## src/passthru_map.vh

```
/*
  constants for the sensor bus register forwarder: structure byte positions,
  parameter numbers, status codes and timing counts.
  assumes a 250 MHz system clock.
*/
`ifndef PASSTHRU_MAP_VH
`define PASSTHRU_MAP_VH
// ==========================================================
// structure byte positions
`define PT_BYTE_ADDR 3'h0
`define PT_BYTE_REG 3'h1
`define PT_BYTE_LEN 3'h2
`define PT_BYTE_STATUS 3'h3
`define PT_BYTE_DATA0 3'h4
// ==========================================================
// transfer parameter numbers and maximum length
`define PT_PARAM_RD_FAST 3'h1
`define PT_PARAM_WR_FAST 3'h2
`define PT_PARAM_RD_EMUL 3'h3
`define PT_PARAM_WR_EMUL 3'h4
`define PT_PARAM_RD_SLOW 3'h5
`define PT_PARAM_WR_SLOW 3'h6
`define PT_MAX_LEN 3'h4
// ==========================================================
// completion status codes
`define PT_ST_BUSY 8'h00
`define PT_ST_OK 8'h01
`define PT_ST_ERR 8'h02
// ==========================================================
// timing
`define PT_CLK_MHZ 250
`define PT_SLOW_GAP_NS 500000
// half a millisecond of clocks, sized to the 24-bit gap timer
`define PT_SLOW_GAP_CYC 24'h1_E848
`define PT_SCL_HALF_CYC 8'h7D
`endif

```

## src/i2c_byte_master.v

```verilog
/*
  i2c byte engine: start, optional repeated start, stop, one byte out or in.
  assumes open-drain pins resolved outside; scl and sda inputs pre-synchronised.
*/
`timescale 1ns/1ns
`default_nettype none
`include "passthru_map.vh"
module i2c_byte_master (
  input wire i_clk, // system clock
  input wire i_nrst, // async reset, active low
  input wire [2:0] i_cmd, // 1 start,2 stop,3 write,4 read
  input wire i_go, // one-cycle command pulse
  input wire [7:0] i_wdata, // byte to send
  input wire i_last, // read: answer nack
  output reg [7:0] o_rdata, // received byte
  output reg o_nack, // write saw no ack
  output reg o_done, // one-cycle done pulse
  output wire o_busy, // command running
  input wire i_scl, // synchronised scl level
  input wire i_sda, // synchronised sda level
  output reg o_scl_oe, // pull scl low
  output reg o_sda_oe // pull sda low
);
  // ==========================================================
  // sequencing: a bit is four quarter phases of PT_SCL_HALF_CYC plus one clocks each
  reg [7:0] cnt; // phase timer
  reg [1:0] ph; // quarter phase
  reg [3:0] bitn; // bit index, 8 is ack slot
  reg [2:0] cur; // running command
  reg [7:0] sh; // shift register
  assign o_busy = (cur != 3'h0);
  // engine; clock stretching honoured by holding while scl is held low
  always @(posedge i_clk or negedge i_nrst)
  begin
    if (!i_nrst)
    begin
      cnt <= 8'h00;
      ph <= 2'h0;
      bitn <= 4'h0;
      cur <= 3'h0;
      sh <= 8'h00;
      o_rdata <= 8'h00;
      o_nack <= 1'b0;
      o_done <= 1'b0;
      o_scl_oe <= 1'b0;
      o_sda_oe <= 1'b0;
    end
    else
    begin
      o_done <= 1'b0;
      if (cur == 3'h0)
      begin
        if (i_go)
        begin
          cur <= i_cmd;
          sh <= i_wdata;
          o_nack <= 1'b0; // a stale nack must not fail the next start or stop
          ph <= 2'h0;
          bitn <= 4'h0;
          cnt <= 8'h00;
        end
      end
      else if (cnt != `PT_SCL_HALF_CYC)
        cnt <= cnt + 8'h01;
      else if (ph == 2'h2 && !o_scl_oe && !i_scl)
        cnt <= cnt; // slave stretching
      else
      begin
        cnt <= 8'h00;
        ph <= ph + 2'h1;
        case (cur)
          3'h1: // start or repeated start
            case (ph)
              2'h0: o_sda_oe <= 1'b0;
              2'h1: o_scl_oe <= 1'b0;
              2'h2: o_sda_oe <= 1'b1;
              default:
              begin
                o_scl_oe <= 1'b1;
                cur <= 3'h0;
                o_done <= 1'b1;
              end
            endcase
          3'h2: // stop
            case (ph)
              2'h0: o_sda_oe <= 1'b1;
              2'h1: o_scl_oe <= 1'b0;
              2'h2: o_sda_oe <= 1'b0;
              default:
              begin
                cur <= 3'h0;
                o_done <= 1'b1;
              end
            endcase
          default: // byte write or read, then ack slot
            case (ph)
              2'h0:
                if (bitn == 4'h8)
                  o_sda_oe <= (cur == 3'h4) ? !i_last : 1'b0;
                else
                  o_sda_oe <= (cur == 3'h3) ? !sh[7] : 1'b0;
              2'h1: o_scl_oe <= 1'b0;
              2'h2:
                if (bitn == 4'h8)
                  o_nack <= (cur == 3'h3) ? i_sda : 1'b0;
                else
                  sh <= {sh[6:0], i_sda};
              default:
              begin
                o_scl_oe <= 1'b1;
                if (bitn == 4'h8)
                begin
                  o_rdata <= sh;
                  cur <= 3'h0;
                  o_done <= 1'b1;
                end
                bitn <= bitn + 4'h1;
              end
            endcase
        endcase
      end
    end
  end
endmodule
`default_nettype wire

```

## src/sensor_bus_register_forwarder.v

```verilog
/*
  soft pass-through: host-side parameter structure and a sequencer that
  forwards register reads and writes onto the sensor i2c bus.
  assumes the host writes structure bytes one per cycle on the same clock and
  triggers a transfer with a parameter number; the bus has external pull-ups.
*/
// Overview of operation
// read structure: addr, reg, len, status, data
// write structure: addr, reg, len, status, data
// host reaches sensor registers during normal operation
// fast variants: one transaction, auto increment
// emulated variants: one transaction per byte
// slow variants add half millisecond gaps
// status zero while busy or never issued
// status one after clean finish
// status two on nack or error
// bytes one to three read back written
// host writes to status are discarded
// host polls status before next use
`timescale 1ns/1ns
`default_nettype none
`include "passthru_map.vh"
module sensor_bus_register_forwarder #(
  parameter [23:0] SLOW_GAP = `PT_SLOW_GAP_CYC // cycles between slow bytes
) (
  input wire i_clk, // 250 MHz clock
  input wire i_nrst, // async reset, active low
  input wire i_wr, // structure byte write strobe
  input wire [2:0] i_waddr, // structure byte index
  input wire [7:0] i_wdata, // structure byte data
  input wire [2:0] i_raddr, // structure byte read index
  output reg [7:0] o_rdata, // registered read data
  input wire i_start, // one-cycle transfer trigger
  input wire [2:0] i_param, // parameter number 1..6
  output wire o_busy, // transfer running
  input wire i_scl, // scl pin level
  input wire i_sda, // sda pin level
  output wire o_scl_oe, // drive scl low
  output wire o_sda_oe // drive sda low
);
  // ==========================================================
  // structure storage
  reg [7:0] tgt; // target address (7-bit, low bits)
  reg [7:0] sreg; // start register
  reg [7:0] slen; // length
  reg [7:0] status; // completion status
  reg [7:0] data [0:3]; // data bytes
  reg [1:0] scl_s; // pin synchroniser
  reg [1:0] sda_s; // pin synchroniser
  // states
  localparam [8:0] S_IDLE = 9'h001, S_START = 9'h002, S_ADW = 9'h004, S_REG = 9'h008,
    S_RST = 9'h010, S_ADR = 9'h020, S_DATA = 9'h040, S_STOP = 9'h080, S_GAP = 9'h100;
  reg [8:0] st; // sequencer state
  reg rd; // current transfer is a read
  reg single; // one byte per transaction
  reg slow; // gaps between bytes
  reg [2:0] idx; // byte index
  reg [2:0] cnt_len; // clamped length
  reg fail; // nack seen
  reg issued; // command pulse sent for this state
  reg [23:0] gap; // gap timer
  reg [2:0] cmd; // engine command
  reg go; // engine go pulse
  reg [7:0] wbyte; // engine write byte
  wire [7:0] eng_rdata; // engine read byte
  wire eng_nack; // engine nack
  wire eng_done; // engine done
  // length clamp to at most four bytes
  function [2:0] clamp_len;
    input [7:0] l;
    begin
      clamp_len = (l > 8'h04) ? `PT_MAX_LEN : l[2:0];
    end
  endfunction
  // true on the last byte of the current transaction
  function last_byte;
    input [2:0] i;
    input [2:0] n;
    input s;
    begin
      last_byte = s || (i + 3'h1 == n);
    end
  endfunction
  assign o_busy = (st != S_IDLE);
  // ==========================================================
  // pin synchronisers
  always @(posedge i_clk or negedge i_nrst)
  begin
    if (!i_nrst)
    begin
      scl_s <= 2'h3;
      sda_s <= 2'h3;
    end
    else
    begin
      scl_s <= {scl_s[0], i_scl};
      sda_s <= {sda_s[0], i_sda};
    end
  end
  // ==========================================================
  // host read port
  always @(posedge i_clk or negedge i_nrst)
  begin
    if (!i_nrst)
      o_rdata <= 8'h00;
    else
      case (i_raddr)
        `PT_BYTE_ADDR: o_rdata <= tgt;
        `PT_BYTE_REG: o_rdata <= sreg;
        `PT_BYTE_LEN: o_rdata <= slen;
        `PT_BYTE_STATUS: o_rdata <= status;
        default: o_rdata <= data[i_raddr[1:0]];
      endcase
  end
  // ==========================================================
  // structure writes and the transfer sequencer
  always @(posedge i_clk or negedge i_nrst)
  begin
    if (!i_nrst)
    begin
      tgt <= 8'h00;
      sreg <= 8'h00;
      slen <= 8'h00;
      status <= `PT_ST_BUSY;
      data[0] <= 8'h00;
      data[1] <= 8'h00;
      data[2] <= 8'h00;
      data[3] <= 8'h00;
      st <= S_IDLE;
      rd <= 1'b0;
      single <= 1'b0;
      slow <= 1'b0;
      idx <= 3'h0;
      cnt_len <= 3'h0;
      fail <= 1'b0;
      issued <= 1'b0;
      gap <= 24'h00_0000;
      cmd <= 3'h0;
      go <= 1'b0;
      wbyte <= 8'h00;
    end
    else
    begin
      go <= 1'b0;
      // host writes land while idle; status byte is never writable
      if (i_wr && st == S_IDLE)
        case (i_waddr)
          `PT_BYTE_ADDR: tgt <= i_wdata;
          `PT_BYTE_REG: sreg <= i_wdata;
          `PT_BYTE_LEN: slen <= i_wdata;
          `PT_BYTE_STATUS: ;
          default: data[i_waddr[1:0]] <= i_wdata;
        endcase
      // each state other than idle and gap issues one engine command then waits for done
      if (st != S_IDLE && st != S_GAP && !issued)
      begin
        issued <= 1'b1;
        go <= 1'b1;
        case (st)
          S_START, S_RST: cmd <= 3'h1;
          S_STOP: cmd <= 3'h2;
          S_ADW: wbyte <= {tgt[6:0], 1'b0};
          S_ADR: wbyte <= {tgt[6:0], 1'b1};
          S_REG: wbyte <= sreg + {5'h00, idx};
          default: wbyte <= data[idx[1:0]];
        endcase
        if (st == S_ADW || st == S_ADR || st == S_REG || (st == S_DATA && !rd))
          cmd <= 3'h3;
        if (st == S_DATA && rd)
          cmd <= 3'h4;
      end
      case (st)
        S_IDLE:
          if (i_start && i_param >= `PT_PARAM_RD_FAST && i_param <= `PT_PARAM_WR_SLOW)
          begin
            st <= S_START;
            status <= `PT_ST_BUSY;
            rd <= i_param[0];
            single <= (i_param >= `PT_PARAM_RD_EMUL);
            slow <= (i_param >= `PT_PARAM_RD_SLOW);
            idx <= 3'h0;
            cnt_len <= clamp_len(slen);
            fail <= 1'b0;
            issued <= 1'b0;
          end
        S_GAP:
          if (gap == 24'h00_0000)
          begin
            st <= S_START;
            issued <= 1'b0;
          end
          else
            gap <= gap - 24'h00_0001;
        default:
          if (eng_done)
          begin
            issued <= 1'b0;
            if (eng_nack && st != S_DATA)
            begin
              fail <= 1'b1;
              st <= S_STOP;
            end
            else
              case (st)
                S_START: st <= S_ADW;
                S_ADW: st <= S_REG;
                S_REG: st <= (cnt_len == 3'h0) ? S_STOP : (rd ? S_RST : S_DATA);
                S_RST: st <= S_ADR;
                S_ADR: st <= S_DATA;
                S_DATA:
                begin
                  if (rd)
                    data[idx[1:0]] <= eng_rdata;
                  if (!rd && eng_nack)
                  begin
                    fail <= 1'b1;
                    st <= S_STOP;
                  end
                  else if (last_byte(idx, cnt_len, single))
                    st <= S_STOP;
                  idx <= idx + 3'h1;
                end
                default: // stop finished
                  if (fail || idx >= cnt_len)
                  begin
                    st <= S_IDLE;
                    status <= fail ? `PT_ST_ERR : `PT_ST_OK;
                  end
                  else
                  begin
                    st <= slow ? S_GAP : S_START;
                    gap <= SLOW_GAP;
                  end
              endcase
          end
      endcase
    end
  end
  // ==========================================================
  // bit-level engine; read ack is nack on the last byte of a transaction
  i2c_byte_master u_eng (
    .i_clk(i_clk),
    .i_nrst(i_nrst),
    .i_cmd(cmd),
    .i_go(go),
    .i_wdata(wbyte),
    .i_last(last_byte(idx, cnt_len, single)),
    .o_rdata(eng_rdata),
    .o_nack(eng_nack),
    .o_done(eng_done),
    .o_busy(),
    .i_scl(scl_s[1]),
    .i_sda(sda_s[1]),
    .o_scl_oe(o_scl_oe),
    .o_sda_oe(o_sda_oe)
  );
endmodule
`default_nettype wire

```

## config.mk

```make
export PLATFORM = sky130hd
export DESIGN_NAME = sensor_bus_register_forwarder
export DESIGN_NICKNAME = d
export VERILOG_FILES = /design/src/i2c_byte_master.v /design/src/sensor_bus_register_forwarder.v
export VERILOG_INCLUDE_DIRS = /design/src
export SDC_FILE = /design/constraint.sdc
export NUM_CORES = 1
export LEC_CHECK = 0
export BUFFER_PORTS_ARGS = -buffer_cell sky130_fd_sc_hd__buf_4
export CAP_MARGIN = 20
export CORE_MARGIN = 8
export CORE_UTILIZATION = 55
export CTS_CLUSTER_DIAMETER = 30
export CTS_CLUSTER_SIZE = 25
export DETAILED_ROUTE_END_ITERATION = 8
export GPL_ROUTABILITY_DRIVEN = 0
export PLACE_DENSITY_LB_ADDON = 0.2
export SLEW_MARGIN = 20
export SYNTH_ARGS = -nofsm -noshare
export SYNTH_HDL_FRONTEND = slang
export SYNTH_SLANG_ARGS = --single-unit
```

## constraint.sdc

```tcl
create_clock -name i_clk -period 2.75 [get_ports i_clk]
set_input_delay 0.4125 -clock i_clk [delete_from_list [all_inputs] [get_ports i_clk]]
set_output_delay 0.4125 -clock i_clk [all_outputs]
set_load 0.05 [all_outputs]
```

==> results.cfg <==
[floorplan]
die_h_um = 144
io_pins = 34
initial_core_util_pct = 55.3
die_area_um2 = 20800
rows = 47
core_um2 = 16300
dieWidth_um = 144

[critical_path]
r2r-start = gap[0]$_DFFE_PN0P_
cp.required_ns = 3.07
worst_setup_path_end_kind = register
timing.rr.end = gap[4]$_DFFE_PN0P_
crit_type = register to register
reg2reg_slack_ns = 0.1
r2r_cells = 8
critical_path.startpoint = gap[0]$_DFFE_PN0P_
path_max_fanout = 13
critPathCapture = gap[4]$_DFFE_PN0P_
critPathLaunchType = register
arrival_ns = 2.97

[layout]
fillers = 1341
drive_above_1_share_pct = 21.2
final_area_um2 = 10400
utilization_pct = 63.3
syn2layout_area_growth_pct = 14.4
largest-register = data
seqCellArea_um2 = 4090
num_antenna_cells = 0
largest_register_ffs = 32
nets = 947
multiInputGateArea_um2 = 4640
reg_top3 = data: 32 flops, gap: 24 flops, st: 9 flops

[clock_tree]
cts_made_buffers = 17
path_clk_slew_ns = 0.06
cts_tree = done
cts_max_level = 4
cts-root-buf = clkbuf_16
cts.sinks = 163
cts_buffer_depth = 2
clock_latency_ns = 0.43

[detailed_routing]
dr.pass1.iters = 7
routedWlPerCell_um = 19.5
drt_iter0_drc = 528
vias = 7038
viasPerCell = 6.19
route.detailed.drc = 0
routed_wl_um = 22200
ant_nets = 0

[run]
maxCapViolCount = 0

[logic_synthesis]
netlist_instances = 860
ys_async_sr_fraction_pct = 100
synthMuxAreaShare_pct = 15.2
synth.most_common_cell = dfrtp_1
yosys-top-cells-count = dfrtp_1, nor2_1, a21oi_1
synth_edf_count = 0
yosysSeqAreaShare_pct = 45.2
synth-adder-area-share_pct = 2.96
synth-seq-cells = 163
yosys.area_share.simple_pct = 16.9
synth_largest_area_cell = dfrtp_1
synth.top_cell.area_share_pct = 43.7
synth_area_per_cell_um2 = 10.5
ys_dominant_reg_cell = dfrtp_1
yosys-top-cells-area = dfrtp_1, mux2i_1, mux2_2, mux4_2, a21oi_1
yosys_warnings = 0
synth_compound_area_share_pct = 14.5
synth_xor_area_share_pct = 1.60
yosysUniqueCellTypes = 85
synth_top_family_by_area = simple AND/OR/NAND/NOR gates
netlist_area_um2 = 9050
syn-num-nets = 903

[pwr]
p_seq_share_pct = 45.0
p_per_area_nw_per_um2 = 522
ir_worst_vdd_v = 0.000473
p_total_mw = 5.40
power.internal_mw = 4.27
p_sw_mw = 1.14
clkPwrFrac_pct = 51.4
leakage_nw = 4.55
pwr-share-comb_pct = 3.6
swShare_pct = 21.0

[min_path]
worst_hold_path_type = primary input to async pin

[placement]
portBuffers = 33
placedInstanceArea_um2 = 9640
dp_hpwl_um = 15500

[grt]
grt_usage_pct = 22.5
grt_pass1_vias = 6976
grt_max_degree = 72
grt_pass1_wl_um = 36200
grt_overflow = 0
antenna_found_initial = 0

[sta]
clock.fmax_ghz = 0.377
worst_pin_slew_ns = 0.857
maxSlewViolCount = 0
slew_headroom_pct = 42.8
whs_ns = -0.0220
fin_crit_sh_pct = 96.4
setup_viol = 0
min_period_ns = 2.65
hold_violations = 12
fin_worst_skew_ns = 0.00756

[outcome]
violations = hold timing
outcome = finished with violations
==> stage by stage <==
step	std cells	TNS, ns	worst slack (ns)
2_1_floorplan	860	0	0.117
6_report	1137	0	0.0977
3_3_place_gp	1103	0	0.124
3_5_place_dp	1103	0	0.0452
4_1_cts	1135	0	0.0542
5_1_grt	1137	-0.0111	-0.0111
==> metal layers <==
layer	part of all wire [%]	vias to the layer above	GRT usage [%]
met2	50	243	37.2
li1	-	3289	-
met4	2.1	0	8.05
met1	43	3457	28.9
met3	5.5	49	4.49
met5	0	-	0
==> logic make-up (layout without fill, tap and decap cells) <==
| kind of cell | after synthesis | count (layout) |
|---|---|---|
| xor gates and xnor gates | 15 | 15 |
| AOI/OAI and AO/OA | 203 | 203 |
| muxes | 110 | 110 |
| and+or+nand+nor | 271 | 271 |
| DFF | 163 | 163 |
| adders and majority gates | 21 | 21 |
| buffers and inverters | 77 | 134 |
==> repair_timing <==
item                                    in CTS  in global routing
hold buffers                                 0                  0
pin swaps                                    1                  2
cloned                                       0                  0
resized for setup                            1                  2
buffers inserted                             0                  2
endpoints found under the setup margin       4                  7
==> power by group through the flow <==
stage / clock, mW / combinational [mW] / sequential, mW
after floorplan: 0 / 0.0534 / 2.50
after global placement: 0 / 0.195 / 2.47
after detailed placement: 0 / 0.200 / 2.47
after CTS: 2.80 / 0.201 / 2.43
after global routing: 2.91 / 0.215 / 2.43
final: 2.77 / 0.196 / 2.43
==> cells in the final DEF (no fill, tap or decap), types with 4 or more instances in the layout <==
cell and n:
clkbuf_16 17, a22o_1 10, nor4_1 5, nand2_1 60, nand3_1 21, a21o_1 9, a31oi_1 10, nor2_1 65
nand4b_1 4, a211oi_1 7, a21oi_1 61, dfstp_2 5, o41ai_1 6, inv_1 32, mux2i_1 50, buf_4 67
o211ai_1 5, and3_1 7, mux2_2 42, nor3_2 4, and2_1 5, xor2_1 7, nor3_1 20, o21ai_0 49
nor2b_1 4, xnor2_1 7, a211o_1 5, ha_1 18, and4_1 4, o31ai_1 9, bufinv_16 6, nand2b_1 10
or3_1 14, dfrtp_1 158, nand4_1 17, mux4_2 18
==> worst min path at each step <==
stage,from,to,slack [ns],cells past startpoint
2_1_floorplan,i_nrst,cmd[0]$_DFFE_PN0P_,0.12,0
3_3_place_gp,sda_s[0]$_DFF_PN1_,sda_s[1]$_DFF_PN1_,0.35,0
3_5_place_dp,sda_s[0]$_DFF_PN1_,sda_s[1]$_DFF_PN1_,0.35,0
4_1_cts,i_nrst,u_eng.cnt[1]$_DFFE_PN0P_,0.01,1
5_1_grt,i_nrst,u_eng.cnt[1]$_DFFE_PN0P_,0.02,1
6_report,i_nrst,u_eng.o_scl_oe$_DFFE_PN0P_,-0.02,1
==> critical path: stages, from the launching register on <==
cell	delay (ns)
dfrtp_1	0.39
inv_1	0.10
ha_2	0.22
or4b_4	0.54
nor4_4	0.40
a21oi_2	0.12
buf_4	0.18
o21a_2	0.30
a32o_1	0.28
==> area by class of cell <==
cell class              instances  share of cell area (%)
repair buffers                 69                    5.16
well taps                     220                    2.66
flip-flops and latches        163                    39.5
clock inverters                11                    2.14
inverters                      33                    1.20
clock buffers                  21                    4.54
multi-input cells             620                    44.8
No activity file was read; power rests on OpenSTA's default activity.
